[src/shared/rlc_pkg.sv]
// shared constants and types for the ramp limit and dwell control block
`default_nettype none
package rlc_pkg;
  localparam int RLC_DW = 32;                 // ramp output width
  localparam int RLC_LIM_W = 64;              // limit pair width
  localparam int RLC_UPPER_LSB = 32;          // upper limit sits in bits 63:32
  localparam int RLC_LOWER_LSB = 0;           // lower limit sits in bits 31:0
  localparam int RLC_DIV = 16;                // dds clock = system clock / 16
  localparam int RLC_DONE_PULSE = 2;          // done pulse length in dds cycles
  localparam logic [1:0] RLC_ND_DWELL = 2'h0; // both no-dwell bits clear
  localparam logic [1:0] RLC_ND_LOW = 2'h1;   // no-dwell low
  localparam logic [1:0] RLC_ND_HIGH = 2'h2;  // no-dwell high
  localparam logic [1:0] RLC_ND_CONT = 2'h3;  // continuous ramping
  localparam logic [1:0] RLC_DEST_FREQ = 2'h0;
  localparam logic [1:0] RLC_DEST_PHASE = 2'h1;
  localparam int RLC_PHASE_W = 16;
  localparam int RLC_AMP_W = 12;
  localparam logic [63:0] RLC_LIM_RST = 64'hffffffff00000000; // upper all ones, lower zero

  typedef enum logic [3:0] {
    RLC_ST_IDLE = 4'h1,   // disabled or waiting for an edge
    RLC_ST_UP = 4'h2,     // positive slope
    RLC_ST_DOWN = 4'h4,   // negative slope
    RLC_ST_AT_LIM = 4'h8  // parked at a limit
  } rlc_state_t;
endpackage
`default_nettype wire

[src/shared/rlc_step_if.sv]
// carrier between the sequencer and the limit stage
`default_nettype none
interface rlc_step_if;
  logic [31:0] acc;     // current accumulator value
  logic [31:0] step;    // step magnitude this tick
  logic up;             // step direction
  logic [31:0] upper;   // upper limit
  logic [31:0] lower;   // lower limit
  logic [31:0] nxt;     // clamped next value
  logic hit_upper;      // next value sits at upper limit
  logic hit_lower;      // next value sits at lower limit
  modport seq (output acc, step, up, upper, lower, input nxt, hit_upper, hit_lower);
  modport lim (input acc, step, up, upper, lower, output nxt, hit_upper, hit_lower);
endinterface
`default_nettype wire

[src/core/rlc_limit.sv]
// limit stage in the accumulator feedback path
`default_nettype none
module rlc_limit (
  rlc_step_if.lim s // step request and clamped answer
);
  import rlc_pkg::*;
  // sum widened by one bit so wrap past either end is seen, not folded
  wire logic [32:0] sum_up = {1'b0, s.acc} + {1'b0, s.step};
  wire logic [32:0] sum_dn = {1'b0, s.acc} - {1'b0, s.step};
  wire logic over = sum_up[32] || (sum_up[31:0] >= s.upper);
  wire logic under = sum_dn[32] || (sum_dn[31:0] <= s.lower);
  // saturate to the active limit so the clamped value feeds back (see RQ21) (see RQ1)
  assign s.nxt = s.up ? (over ? s.upper : sum_up[31:0]) : (under ? s.lower : sum_dn[31:0]);
  assign s.hit_upper = s.up && over;
  assign s.hit_lower = !s.up && under;
endmodule
`default_nettype wire

[src/core/rlc_tick.sv]
// dds clock tick and slope interval timer
`default_nettype none
module rlc_tick #(
  parameter int DIV = 16 // system clocks per dds clock
) (
  input wire logic i_clk,          // system clock
  input wire logic i_nrst,         // async reset, active low
  input wire logic i_run,          // enable; low stops the divider
  input wire logic i_reload,       // restart interval timer
  input wire logic [15:0] i_rate,  // step interval in dds cycles
  output logic o_dds_tick,         // one pulse per dds clock
  output logic o_step              // interval expired on this dds tick
);
  logic [$clog2(DIV)-1:0] div_ff;
  logic [15:0] tmr_ff;
  assign o_dds_tick = i_run && (div_ff == ($clog2(DIV))'(DIV - 1));
  assign o_step = o_dds_tick && (tmr_ff <= 16'h0001);
  // idle divider while disabled to save switching power
  always_ff @(posedge i_clk or negedge i_nrst) begin
    if (!i_nrst) begin
      div_ff <= '0;
      tmr_ff <= 16'h0000;
    end else begin
      div_ff <= i_run ? div_ff + 1'b1 : '0;
      if (i_reload || !i_run) begin
        tmr_ff <= i_rate;
      end else if (o_step) begin
        tmr_ff <= i_rate;
      end else if (o_dds_tick) begin
        tmr_ff <= tmr_ff - 16'h0001;
      end
    end
  end
endmodule
`default_nettype wire

[src/core/rlc_ramp_ctrl.sv]
// ramp generator limit, clear, hold and dwell control
// Summary of operation
// (RQ1) output stays between upper and lower limit from one 64-bit register
// (RQ2) software loads an upper limit strictly above the lower limit
// (RQ3) phase sweeps use the low 16 limit bits, high 16 zero
// (RQ4) amplitude sweeps use the low 12 limit bits, high 20 zero
// (RQ5) accumulator clear presets output to the lower limit
// (RQ6) enable acts at update; direction high starts rising, else lower limit
// (RQ7) dwell: stay at upper until direction low or upper limit raised
// (RQ8) dwell: stay at lower until direction high or lower limit lowered
// (RQ9) hold pin freezes the accumulator; release continues the slope
// (RQ10) registered clear bit holds output at lower limit; removal restarts slope
// (RQ11) registered autoclear resets the accumulator for one dds cycle
// (RQ12) no-dwell high: reaching upper jumps to lower and halts
// (RQ13) no-dwell low: reaching lower jumps to upper and halts
// (RQ14) both no-dwell bits: oscillate between limits on its own
// (RQ15) dwell operation: done output static high at the end limit
// (RQ16) continuous mode: done pulses two dds cycles; gated by enable bit
// (RQ17) no-dwell high: rising direction edge starts; others ignored until upper
// (RQ18) no-dwell low: falling direction edge starts; others ignored until lower
// (RQ19) ramp disabled ignores other controls and stops internal clocking
// (RQ20) destination field routes bits 31:0, 15:0 or 11:0 to parameter
// (RQ21) next value is clamped to the active limit before feedback
`default_nettype none
module rlc_ramp_ctrl #(
  parameter int DIV = rlc_pkg::RLC_DIV // system clocks per dds clock
) (
  input wire logic I_SYS_CLK,                          // system clock
  input wire logic I_NRST,                             // async reset, active low
  input wire logic I_IO_UPDATE,                        // one-cycle update strobe
  input wire logic I_LIMIT_WE,                         // write limit pair
  input wire logic [rlc_pkg::RLC_LIM_W-1:0] I_LIMIT_D, // limit pair data
  input wire logic I_RAMP_EN,                          // ramp enable bit, staged
  input wire logic I_CLR_ACC,                          // clear accumulator bit, staged
  input wire logic I_AUTOCLR,                          // autoclear bit, staged
  input wire logic [1:0] I_NO_DWELL,                   // no-dwell high,low bits, staged
  input wire logic I_DONE_OE,                          // done output enable bit, staged
  input wire logic [1:0] I_DEST,                       // destination field, staged
  input wire logic [31:0] I_STEP_P,                    // rising step size
  input wire logic [31:0] I_STEP_N,                    // falling step size
  input wire logic [15:0] I_RATE_P,                    // rising interval, dds cycles
  input wire logic [15:0] I_RATE_N,                    // falling interval, dds cycles
  input wire logic I_RAMP_DIRECTION_PIN,               // direction from controller
  input wire logic I_RAMP_HOLD_PIN,                    // hold from controller
  output logic [rlc_pkg::RLC_LIM_W-1:0] O_LIMIT_Q,     // limit pair readback
  output logic [31:0] O_RAMP_OUT,                      // ramp output bus
  output logic [31:0] O_FREQ,                          // frequency parameter
  output logic [15:0] O_PHASE,                         // phase parameter
  output logic [11:0] O_AMP,                           // amplitude parameter
  output logic [1:0] O_DEST_SEL,                       // active destination
  output logic O_RAMP_DONE_OUTPUT                      // sweep done indicator
);
  import rlc_pkg::*;
  logic [63:0] lim_ff;
  logic en_ff, clr_ff, oe_ff;
  logic [1:0] nd_ff, dest_ff;
  logic [31:0] acc_ff;
  rlc_state_t st_ff, nxt_st;
  logic slope_up_ff, dir_ff, done_ff, autoclr_ff;
  logic [1:0] pulse_ff;
  logic [31:0] nxt_acc, freq_ff;
  logic [15:0] phase_ff;
  logic [11:0] amp_ff;
  logic nxt_slope_up, nxt_done, nxt_pulse;

  rlc_step_if stp();

  wire logic [31:0] upper = lim_ff[RLC_UPPER_LSB +: RLC_DW];
  wire logic [31:0] lower = lim_ff[RLC_LOWER_LSB +: RLC_DW];
  wire logic [31:0] new_upper = I_LIMIT_D[RLC_UPPER_LSB +: RLC_DW];
  wire logic [31:0] new_lower = I_LIMIT_D[RLC_LOWER_LSB +: RLC_DW];
  // limit raise or lower while parked resumes the previous slope
  wire logic upper_raised = I_LIMIT_WE && (new_upper > upper);
  wire logic lower_dropped = I_LIMIT_WE && (new_lower < lower);
  wire logic dir_rise = I_RAMP_DIRECTION_PIN && !dir_ff;
  wire logic dir_fall = !I_RAMP_DIRECTION_PIN && dir_ff;
  wire logic enable_edge = I_IO_UPDATE && I_RAMP_EN && !en_ff;
  wire logic in_clear = clr_ff || autoclr_ff;
  wire logic dds_tick, step_now;
  wire logic nd_high = (nd_ff == RLC_ND_HIGH);
  wire logic nd_low = (nd_ff == RLC_ND_LOW);
  wire logic nd_cont = (nd_ff == RLC_ND_CONT);
  wire logic nd_dwell = (nd_ff == RLC_ND_DWELL);

  // interval timer reloads on enable edge, direction pin edge and each step
  rlc_tick #(.DIV(DIV)) u_tick (
    .i_clk(I_SYS_CLK),
    .i_nrst(I_NRST),
    .i_run(en_ff), // see RQ19
    .i_reload(enable_edge || dir_rise || dir_fall),
    .i_rate(slope_up_ff ? I_RATE_P : I_RATE_N),
    .o_dds_tick(dds_tick),
    .o_step(step_now)
  );

  assign stp.acc = acc_ff;
  assign stp.step = slope_up_ff ? I_STEP_P : I_STEP_N;
  assign stp.up = slope_up_ff;
  assign stp.upper = upper;
  assign stp.lower = lower;
  rlc_limit u_limit (
    .s(stp)
  );

  // accumulator may advance only when moving, not held, not cleared
  wire logic moving = (st_ff == RLC_ST_UP) || (st_ff == RLC_ST_DOWN);
  wire logic advance = step_now && moving && !I_RAMP_HOLD_PIN && !in_clear; // see RQ9

  // sequencer; in-flight no-dwell high and low sweeps ignore direction until their limit
  always_comb begin
    nxt_st = st_ff;
    nxt_acc = acc_ff;
    nxt_slope_up = slope_up_ff;
    nxt_done = done_ff;
    nxt_pulse = 1'b0;
    case (st_ff)
      RLC_ST_IDLE: begin
        if (nd_high && dir_rise) begin // see RQ17
          nxt_st = RLC_ST_UP;
          nxt_slope_up = 1'b1;
          nxt_done = 1'b0;
        end else if (nd_low && dir_fall) begin // see RQ18
          nxt_st = RLC_ST_DOWN;
          nxt_slope_up = 1'b0;
          nxt_done = 1'b0;
        end else if (nd_dwell || nd_cont) begin
          nxt_st = I_RAMP_DIRECTION_PIN ? RLC_ST_UP : RLC_ST_DOWN;
          nxt_slope_up = I_RAMP_DIRECTION_PIN;
        end
      end
      RLC_ST_UP, RLC_ST_DOWN: begin
        if (nd_dwell && (I_RAMP_DIRECTION_PIN != slope_up_ff)) begin
          nxt_slope_up = I_RAMP_DIRECTION_PIN;
          nxt_st = I_RAMP_DIRECTION_PIN ? RLC_ST_UP : RLC_ST_DOWN;
        end else if (nd_cont && (dir_rise || dir_fall)) begin
          nxt_slope_up = dir_rise;
          nxt_st = dir_rise ? RLC_ST_UP : RLC_ST_DOWN;
        end else if (advance) begin
          nxt_acc = stp.nxt; // see RQ21
          if (stp.hit_upper || stp.hit_lower) begin
            nxt_done = 1'b1;
            if (nd_cont) begin // see RQ14
              nxt_slope_up = !slope_up_ff;
              nxt_st = slope_up_ff ? RLC_ST_DOWN : RLC_ST_UP;
              nxt_pulse = 1'b1;
            end else if (nd_high) begin // see RQ12
              nxt_acc = lower;
              nxt_st = RLC_ST_IDLE;
            end else if (nd_low) begin // see RQ13
              nxt_acc = upper;
              nxt_st = RLC_ST_IDLE;
            end else begin
              nxt_st = RLC_ST_AT_LIM; // see RQ15
            end
          end else begin
            nxt_done = 1'b0;
          end
        end
      end
      RLC_ST_AT_LIM: begin
        // park until direction reverses or limit moves outward
        if (slope_up_ff && (!I_RAMP_DIRECTION_PIN || upper_raised)) begin // see RQ7
          nxt_slope_up = I_RAMP_DIRECTION_PIN;
          nxt_st = I_RAMP_DIRECTION_PIN ? RLC_ST_UP : RLC_ST_DOWN;
          nxt_done = 1'b0;
        end else if (!slope_up_ff && (I_RAMP_DIRECTION_PIN || lower_dropped)) begin // see RQ8
          nxt_slope_up = I_RAMP_DIRECTION_PIN;
          nxt_st = I_RAMP_DIRECTION_PIN ? RLC_ST_UP : RLC_ST_DOWN;
          nxt_done = 1'b0;
        end
      end
      default: begin
        nxt_st = RLC_ST_IDLE;
      end
    endcase
    // clear presets the accumulator to the lower limit each cycle it is held
    // a parked ramp leaves its limit on clear, so the slope restarts once the clear drops
    if (in_clear) begin // see RQ5 see RQ10 see RQ11
      nxt_acc = lower;
      if (st_ff == RLC_ST_AT_LIM) begin
        nxt_st = slope_up_ff ? RLC_ST_UP : RLC_ST_DOWN;
        nxt_done = 1'b0;
      end
    end
  end

  // staged control bits take effect only on io update
  always_ff @(posedge I_SYS_CLK or negedge I_NRST) begin
    if (!I_NRST) begin
      en_ff <= 1'b0;
      clr_ff <= 1'b0;
      oe_ff <= 1'b0;
      nd_ff <= RLC_ND_DWELL;
      dest_ff <= RLC_DEST_FREQ;
    end else if (I_IO_UPDATE) begin
      en_ff <= I_RAMP_EN; // see RQ6
      clr_ff <= I_CLR_ACC; // see RQ10
      oe_ff <= I_DONE_OE;
      nd_ff <= I_NO_DWELL;
      dest_ff <= I_DEST;
    end
  end

  // autoclear holds the accumulator in reset for one dds clock only
  always_ff @(posedge I_SYS_CLK or negedge I_NRST) begin
    if (!I_NRST) begin
      autoclr_ff <= 1'b0;
    end else if (I_IO_UPDATE && I_AUTOCLR) begin
      autoclr_ff <= 1'b1; // see RQ11
    end else if (dds_tick || !en_ff) begin
      autoclr_ff <= 1'b0;
    end
  end

  // limit register written directly, no io update needed
  always_ff @(posedge I_SYS_CLK or negedge I_NRST) begin
    if (!I_NRST) begin
      lim_ff <= RLC_LIM_RST;
    end else if (I_LIMIT_WE) begin
      lim_ff <= I_LIMIT_D; // see RQ1
    end
  end

  // ramp core; disabled ramp ignores pins and parks idle at the lower limit
  always_ff @(posedge I_SYS_CLK or negedge I_NRST) begin
    if (!I_NRST) begin
      st_ff <= RLC_ST_IDLE;
      acc_ff <= 32'h00000000;
      slope_up_ff <= 1'b0;
      done_ff <= 1'b0;
      dir_ff <= 1'b0;
    end else if (!en_ff) begin
      st_ff <= RLC_ST_IDLE; // see RQ19
      acc_ff <= lower; // see RQ6
      slope_up_ff <= 1'b0;
      done_ff <= 1'b0;
      dir_ff <= I_RAMP_DIRECTION_PIN;
    end else begin
      st_ff <= nxt_st;
      acc_ff <= nxt_acc;
      slope_up_ff <= nxt_slope_up;
      done_ff <= nxt_done;
      dir_ff <= I_RAMP_DIRECTION_PIN;
    end
  end

  // two dds cycle pulse counter for continuous mode
  always_ff @(posedge I_SYS_CLK or negedge I_NRST) begin
    if (!I_NRST) begin
      pulse_ff <= 2'h0;
    end else if (nxt_pulse && en_ff) begin
      pulse_ff <= 2'(RLC_DONE_PULSE); // see RQ16
    end else if (dds_tick && pulse_ff != 2'h0) begin
      pulse_ff <= pulse_ff - 2'h1;
    end
  end

  // destination routing; unused upper bits dropped
  always_ff @(posedge I_SYS_CLK or negedge I_NRST) begin
    if (!I_NRST) begin
      freq_ff <= 32'h00000000;
      phase_ff <= 16'h0000;
      amp_ff <= 12'h000;
    end else if (en_ff) begin
      if (dest_ff == RLC_DEST_FREQ) begin // see RQ20
        freq_ff <= acc_ff;
      end else if (dest_ff == RLC_DEST_PHASE) begin
        phase_ff <= acc_ff[RLC_PHASE_W-1:0];
      end else begin
        amp_ff <= acc_ff[RLC_AMP_W-1:0];
      end
    end
  end

  assign O_LIMIT_Q = lim_ff;
  assign O_RAMP_OUT = acc_ff;
  assign O_FREQ = freq_ff;
  assign O_PHASE = phase_ff;
  assign O_AMP = amp_ff;
  assign O_DEST_SEL = dest_ff;
  // done gated by output enable; static in dwell modes, pulsed in continuous
  assign O_RAMP_DONE_OUTPUT = en_ff && oe_ff && (nd_cont ? (pulse_ff != 2'h0) : done_ff); // see RQ15 see RQ16
endmodule
`default_nettype wire

[config.mk]
export PLATFORM = sky130hd
export DESIGN_NAME = rlc_ramp_ctrl
export DESIGN_NICKNAME = d
export VERILOG_FILES = /design/src/shared/rlc_pkg.sv /design/src/shared/rlc_step_if.sv /design/src/core/rlc_limit.sv /design/src/core/rlc_tick.sv /design/src/core/rlc_ramp_ctrl.sv
export SDC_FILE = /design/constraint.sdc
export NUM_CORES = 1
export LEC_CHECK = 0
export BUFFER_PORTS_ARGS = -buffer_cell sky130_fd_sc_hd__clkbuf_2
export CORE_MARGIN = 1.5
export CORE_UTILIZATION = 40
export CTS_BUF_LIST = sky130_fd_sc_hd__clkbuf_16
export DETAILED_ROUTE_END_ITERATION = 8
export PLACE_DENSITY = 0.69
export RECOVER_POWER = 50
export SLEW_MARGIN = 20
export SYNTH_ARGS = -nofsm -noshare
export SYNTH_HDL_FRONTEND = slang
export SYNTH_SLANG_ARGS = --single-unit
export TNS_END_PERCENT = 1
[constraint.sdc]
create_clock -name I_SYS_CLK -period 7.8 [get_ports I_SYS_CLK]
set_input_delay 1.56 -clock I_SYS_CLK [delete_from_list [all_inputs] [get_ports I_SYS_CLK]]
set_output_delay 1.56 -clock I_SYS_CLK [all_outputs]
set_load 0.01 [all_outputs]
# Word level (Yosys, flattened, before mapping)
# Cells that the tools add are included.
totals:
  ff_bits: 193
  inputBits: 174
  out_inout_bits: 159
  word_cells: 179
op_classes:
  n_addsub: 5
  order_cmp: 5
  eq_ne: 20
  n_mux: 74
  bitwise: 2
  n_reduce_logical: 55
op_table:
  columns: ["cell", "n"]
  rows:
  - ["32-bit 2-to-1 mux", 14]
  - ["16-bit 2-to-1 mux", 4]
  - ["4-bit 2-to-1 mux", 16]
  - ["32-bit by 32-bit adder with 33-bit output", 1]
  - ["32-bit by 32-bit subtractor with 33-bit output", 1]
  - ["32-bit >= comparator", 1]
  - ["32-bit > comparator", 1]
  - ["32-bit <= comparator", 1]
  - ["32-bit less-than comparator", 1]
  - ["1-bit 2-to-1 mux", 31]
  - ["1-bit logical AND", 24]
  - ["5-bit inequality test, second input constant", 4]
  - ["16-bit by 1-bit <= comparator with 1-bit output, second input constant", 1]
  - ["16-bit by 1-bit subtractor with 16-bit output, second input constant", 1]
  - ["1-bit logical OR", 13]
  - ["3-bit 2-to-1 mux", 4]
  - ["4-bit one-hot mux with 3 select lines", 1]
  - ["4-bit == test, second input constant", 2]
  - ["1-bit zero test", 6]
  - ["3-bit by 1-bit inequality test with 1-bit output, second input constant", 2]
  - ["3-bit inequality test, second input constant", 2]
  - ["1-bit one-hot mux with 3 select lines", 2]
  - ["3-bit AND reduction", 2]
  - ["6-bit AND reduction", 1]
  - ["other kinds (18)", 25]

# Longest topological paths before layout
logic_depth:
  depth_word: 16
  mapped_depth: 28
  ltp_nobuf: 23

# Modules after synthesis
# Synthesis repeated with hierarchy kept, for this count alone.
hier_totals:
  hier_cells: 2213
  area_unflattened_um2: 17884.7
modules_own_cells:
  columns: ["mod", "instances", "cells_each", "area_each_um2", "seq_area_each_um2"]
  rows:
  - ["rlc_ramp_ctrl", 1, 1094, 10087.2, 4370.4]
  - ["rlc_limit", 1, 965, 6454.9, 0.0]
  - ["rlc_tick", 1, 154, 1342.5, 500.5]

# Worst setup path before layout
# No wires, ideal clock.
synth_path:
  path_kind: "reg2reg"
  startpoint: "reg slope_up_ff"
  endpoint: "reg acc_ff[23] (netlist: O_RAMP_OUT[23])"
  setup_ns: 0.137
  arrival_time_ns: 6.659
  t_required_ns: 7.663
  path_slack_ns: 1.003
  stages_incl_launch_ff: 28
  n_path_buf: 6
  synth_period_minus_slack_ns: 6.797
  path_cell_list: "dfrtp_1 clkbuf_1 clkbuf_1 buf_1 mux2i_1 inv_1 fa_1 nor2b_1 o311ai_1 a31oi_2 o311ai_0 a21oi_1 or3_1 xnor2_1 ha_1 a211oi_2 o211ai_1 o221a_1 a2111o_1 or4_1 buf_4 or2_1 clkbuf_1 buf_2 o21ai_1 a2bb2oi_1 a221oi_1 a211oi_1"
synth_between:
  elab_chain_len: 16
  elab_cells_between_ends: 28
  cone_classes: "add/sub: 2; order compare: 2; eq/ne: 2; mux: 14; reduce/logical: 8"
synth_lines:
  columns: ["element", "line", "text"]
  rows:
  - ["start: declaration", "rlc_ramp_ctrl.sv:59", "logic slope_up_ff, dir_ff, done_ff, autoclr_ff;"]
  - ["start signal: assignment", "rlc_ramp_ctrl.sv:241", "slope_up_ff <= nxt_slope_up;"]
  - ["32-bit 2-to-1 mux", "rlc_ramp_ctrl.sv:97", "assign stp.step = slope_up_ff ? I_STEP_P : I_STEP_N;"]
  - ["32-bit by 32-bit subtractor with 33-bit output or 32-bit by 32-bit adder with 33-bit output (tied branches)", "rlc_limit.sv:9, rlc_limit.sv:8", null]
  - ["32-bit <= comparator or 32-bit >= comparator (tied branches)", "rlc_limit.sv:11, rlc_limit.sv:10", null]
  - ["1-bit logical OR, on equally long branches", "rlc_limit.sv:11, rlc_limit.sv:10", null]
  - ["32-bit 2-to-1 mux (2 in series)", "rlc_limit.sv:13", "assign s.nxt = s.up ? (over ? s.upper : sum_up[31:0]) : (under ? s.lower : sum_dn[31:0]);"]
  - ["32-bit 2-to-1 mux", "rlc_ramp_ctrl.sv:149", "end else if (nd_low) begin"]
  - ["32-bit 2-to-1 mux", "rlc_ramp_ctrl.sv:146", "end else if (nd_high) begin"]
  - ["32-bit 2-to-1 mux", "rlc_ramp_ctrl.sv:142", "if (nd_cont) begin"]
  - ["32-bit 2-to-1 mux", "rlc_ramp_ctrl.sv:140", "if (stp.hit_upper || stp.hit_lower) begin"]
  - ["32-bit 2-to-1 mux", "rlc_ramp_ctrl.sv:138", "end else if (advance) begin"]
  - ["32-bit 2-to-1 mux", "rlc_ramp_ctrl.sv:135", "end else if (nd_cont && (dir_rise || dir_fall)) begin"]
  - ["32-bit 2-to-1 mux", "rlc_ramp_ctrl.sv:132", "if (nd_dwell && (I_RAMP_DIRECTION_PIN != slope_up_ff)) begin"]
  - ["32-bit 2-to-1 mux", "rlc_ramp_ctrl.sv:116", "case (st_ff)"]
  - ["32-bit 2-to-1 mux", "rlc_ramp_ctrl.sv:178", "if (in_clear) begin"]
  - ["32-bit 2-to-1 mux", "rlc_ramp_ctrl.sv:232", "end else if (!en_ff) begin"]
  - ["end signal: assignment", "rlc_ramp_ctrl.sv:234", "acc_ff <= lower;"]
  - ["end signal: assignment", "rlc_ramp_ctrl.sv:240", "acc_ff <= nxt_acc;"]
  - ["end: declaration", "rlc_ramp_ctrl.sv:57", "logic [31:0] acc_ff;"]
# Parallel ways exist; a longest one is shown, timed or not. The select of a mux whose other input is x is not followed.
# A chain may end at the register's enable or synchronous reset.

# Final worst setup path
layout_path:
  startpoint: "in I_STEP_P[1]"
  endpoint: "reg acc_ff[31] (netlist: O_RAMP_OUT[31])"
layout_between:
  elab_chain_len: 16
  elab_cells_between_ends: 23
  cone_classes: "add/sub: 2; order compare: 2; mux: 14; reduce/logical: 5"
layout_lines:
  columns: ["element", "line", "text"]
  rows:
  - ["start: declaration", "rlc_ramp_ctrl.sv:39", "input wire logic [31:0] I_STEP_P,"]
  - ["32-bit 2-to-1 mux (*)", "rlc_ramp_ctrl.sv:97", null]
  - ["32-bit by 32-bit subtractor with 33-bit output or 32-bit by 32-bit adder with 33-bit output (tied branches)", "rlc_limit.sv:9, rlc_limit.sv:8", null]
  - ["32-bit <= comparator or 32-bit >= comparator (tied branches)", "rlc_limit.sv:11, rlc_limit.sv:10", null]
  - ["1-bit logical OR, on equally long branches", "rlc_limit.sv:11, rlc_limit.sv:10", null]
  - ["32-bit 2-to-1 mux (2 in series)", "rlc_limit.sv:13", null]
  - ["32-bit 2-to-1 mux", "rlc_ramp_ctrl.sv:149", null]
  - ["32-bit 2-to-1 mux", "rlc_ramp_ctrl.sv:146", null]
  - ["32-bit 2-to-1 mux", "rlc_ramp_ctrl.sv:142", null]
  - ["32-bit 2-to-1 mux (*)", "rlc_ramp_ctrl.sv:140", null]
  - ["32-bit 2-to-1 mux (*)", "rlc_ramp_ctrl.sv:138", null]
  - ["32-bit 2-to-1 mux (*)", "rlc_ramp_ctrl.sv:135", null]
  - ["32-bit 2-to-1 mux (*)", "rlc_ramp_ctrl.sv:132", null]
  - ["32-bit 2-to-1 mux (*)", "rlc_ramp_ctrl.sv:116", null]
  - ["32-bit 2-to-1 mux (*)", "rlc_ramp_ctrl.sv:178", null]
  - ["32-bit 2-to-1 mux (*)", "rlc_ramp_ctrl.sv:232", null]
# Every way passes the cells marked *; elsewhere a longest branch is shown, timed or not. The select of a mux whose other input is x is not followed.

==> results.toml <==
[outcome]
status = "finished, violations left"
violations = "capacitance limit, slew limit"

[cts]
cts_buffer_depth = 2
cts.sinks = 193
cts_tree = "done"
cts-resized-gates = 0
clkTransAtPathRegs_ns = 0.08
cts.htree.levels = 4
numCtsBuffers = 17
clk_latency_ns = 0.49
cts_setup_buffers = 0
cts_root_buf = "clkbuf_16"
ctsHoldBuffers = 0

[finish]
layout_common_cells = "clkbuf_2, o21ai_0, ha_1"
fin_nets = 2723
final_area_um2 = 20000
seq_area_um2 = 4870
num_antenna_cells = 0
fillCellCount = 4126
multi_input_area_um2 = 11200
drive_gt1_share_pct = 21.5
area_growth_pct = 16.8
layout_commonest_cell = "clkbuf_2"

[yosys]
synth-seq-cells = 193
synth_xor_area_share_pct = 3.13
syn_avg_cell_area_um2 = 8.40
synthFlopType = "dfrtp_1"
muxShareOfSynthArea_pct = 7.99
synth_top_family_by_area = "compound AO/OA/AOI/OAI gates"
async_flop_share_pct = 100
synth_area_um2 = 17100
ys_seq_area_share_pct = 28.5
synth-compound-area-share_pct = 24.7
syn_nets = 2412
synth_edf_count = 0
yosys_warnings = 0
synth_cell_types = 87
synth-simple-area-share_pct = 14.7
synthCells = 2034
synthAdderAreaFrac_pct = 15.0

[sta]
worst_pin_slew_ns = 4.02
fin_skew_ns = 0.0156
fin_setup_tns_ns = 0
setup_violations = 0
setup_ws_ns = 0.616
final_hold_viol_count = 0
max_freq_ghz = 0.139
fin_crit_sh_pct = 92.1
final.min_clock_period_ns = 7.18
grt_setup_unrepaired = "false"
slew_headroom_pct = -168
final_max_slew_viol_count = 363

[detailed_routing]
viasPerCell = 6.02
routed_wl_mm = 67.1
routed-via-count = 17400
final_antenna_net_count = 0
drtIter0Drc = 1804
wl_per_cell_um = 23.1
firstDrtPassIters = 6
drc = 0

[power]
p_per_area_nw_per_um2 = 317
clock_power_share_pct = 14.3
irDropWorstVdd_v = 0.000197
intPower_w = 0.00320
seqPwrFrac_pct = 23.6
finalPower_w = 0.00633
netSwitchingPower_w = 0.00314
swShare_pct = 49.5
p_comb_share_pct = 62.1
static-leakage-power_nw = 9.14

[place]
placed_area_um2 = 19500
place_ws_ns = 0.175
io_buffers = 332
gp_congestion = 1.03
dpl.hpwl_mm = 53.3

[floorplanning]
initial_utilization_pct = 40.6
design.core.area_um2 = 42000
die_w_um = 210
pin_count = 333
dieArea_um2 = 43900
fp.dieH_um = 210
rows = 75

[setup_path]
endpoint_kind = "flop"
regToRegSetupSlack_ns = 0.78
worstRegToRegCells = 23
required_ns = 8.16
path_cells = "clkbuf_2 -> mux2i_1 -> inv_1 -> fa_1 -> nor2b_1 -> o311ai_1 -> a31oi_2 -> o311ai_0 -> a21oi_1 -> or3_1 -> xnor2_1 -> ha_1 -> nand4_1 -> o211ai_1 -> o221a_1 -> a2111o_1 -> or4_1 -> nor3_4 -> buf_4 -> nor3_2 -> buf_4 -> a221oi_1 -> a21boi_0 -> a311oi_1"
worstReg2RegEnd = "O_RAMP_OUT[31]$_DFFE_PN0P_"
path_max_fanout = 8
worstSetupPathType = "input port to flop"
crit_top_cell = "buf_4"
reg2reg_from = "slope_up_ff$_DFFE_PN0P_"
startpoint_type = "input port"
cp_slowest_cell = "or4_1"
crit_arrival_ns = 7.55
critPathMaxStageDelay_ns = 0.50

[global_route]
grt_pass1_vias = 16800
grt_pass1_wl_mm = 101
grt_overflow = 0
antenna_found_initial = 1
grt_max_degree = 71
grt_usage_pct = 30.1

[run]
drv_cap = 6

[worst_hold_path]
holdPathEnd = "u_tick.div_ff[0]$_DFF_PN0_"
worstHoldStart = "u_tick.div_ff[0]$_DFF_PN0_"
worstHoldPathCells = 1
min_path_type = "flop to flop"
## routing by layer
layer | up-vias | wire length (um) | global-route usage, % | share of wire (%)
li1 | 8039 | - | - | -
met1 | 8374 | 28600 | 40.7 | 43
met2 | 873 | 29000 | 45.9 | 43
met3 | 147 | 6130 | 6.45 | 9.1
met4 | 2 | 3230 | 14.4 | 4.8
met5 | - | 13 | 0 | 0.019
## cell usage after synthesis (12+ instances only)
master | n | area share (%)
nor2_1 | 118 | 2.6
nor2b_1 | 16 | 0.59
o22ai_1 | 18 | 0.66
o21ai_0 | 206 | 6.0
clkbuf_1 | 74 | 1.6
inv_1 | 143 | 3.1
dfrtp_1 | 160 | 23
ha_1 | 202 | 15
a21oi_1 | 163 | 4.8
buf_2 | 16 | 0.47
a31oi_1 | 22 | 0.81
nand2_1 | 198 | 4.4
nor4_1 | 15 | 0.55
nand4_1 | 22 | 0.81
o31ai_1 | 14 | 0.62
a21o_1 | 32 | 1.4
mux2_2 | 75 | 4.9
a211oi_1 | 22 | 0.97
nand3_1 | 40 | 1.2
o21bai_1 | 13 | 0.57
or3_1 | 21 | 0.77
nor3_1 | 34 | 1.0
dfstp_2 | 33 | 5.1
o221ai_1 | 12 | 0.62
nand2b_1 | 18 | 0.66
o211ai_1 | 26 | 1.1
a221oi_1 | 16 | 0.82
mux2i_1 | 52 | 3.0
xnor2_1 | 52 | 2.7
## cell families (layout without fill, tap and decap cells)
| kind of cell | after synthesis | in the layout |
|---|---|---|
| AOI/OAI and AO/OA | 665 | 665 |
| and+or+nand+nor | 531 | 531 |
| buffers and inverters | 253 | 577 |
| adders and majority gates | 204 | 204 |
| DFF | 193 | 193 |
| muxes | 127 | 127 |
| xor gates and xnor gates | 61 | 61 |
## critical path, delay by kind of cell
family | cells | cell delay, ns
AO/OA/AOI/OAI | 10 | 2.41
AND/OR/NAND/NOR | 6 | 1.49
adder cells (fa/ha/maj) | 2 | 0.79
buffers and inverters | 4 | 0.58
XOR/XNOR | 1 | 0.38
multiplexers | 1 | 0.32
## worst max-delay path by stage
stage,from,endpoint
floorplan,slope_up_ff$_DFFE_PN0P_,O_RAMP_OUT[23]$_DFFE_PN0P_
global placement,I_STEP_P[1],O_RAMP_OUT[31]$_DFFE_PN0P_
detailed placement,I_STEP_P[1],O_RAMP_OUT[31]$_DFFE_PN0P_
CTS,I_STEP_P[1],O_RAMP_OUT[31]$_DFFE_PN0P_
global route,I_STEP_P[1],O_RAMP_OUT[31]$_DFFE_PN0P_
finish,I_STEP_P[1],O_RAMP_OUT[31]$_DFFE_PN0P_
## stage by stage
step	hold WS, ns	utilization (%)	std cells
6_report	0.462	47.5	2897
5_1_grt	0.489	47.5	2897
4_1_cts	0.460	47.7	2897
3_5_place_dp	0.450	46.4	2865
3_3_place_gp	0.447	46.4	2865
2_1_floorplan	0.425	-	2034
## final cells by class
type | instances | area share, %
sequential | 193 | 24.4
clock inverter | 15 | 0.665
tap | 539 | 3.38
timing repair buffer | 400 | 10.5
clock buffer | 17 | 2.13
multi-input combinational | 1588 | 56.2
inverter | 145 | 2.73
## sequential cells by signal, indices dropped and copies added, names as in the netlist
signal,count
u_tick.tmr_ff,16
O_DEST_SEL,2
O_PHASE,16
O_FREQ,32
slope_up_ff,1
st_ff,4
dir_ff,1
O_RAMP_OUT,32
O_AMP,12
clr_ff,1
O_LIMIT_Q,64
en_ff,1
nd_ff,2
autoclr_ff,1
oe_ff,1
pulse_ff,2
u_tick.div_ff,4
done_ff,1
## power by group through the flow
stage                     clock network, W  logic (W)  registers (W)
after floorplan                          0    0.00244        0.00149
after global placement                   0    0.00380        0.00149
after detailed placement                 0    0.00385        0.00151
after CTS                         0.000913    0.00388        0.00149
after global routing              0.000948    0.00426        0.00152
final                             0.000903    0.00394        0.00149
Note: power is estimated with default switching activity, not from simulation.
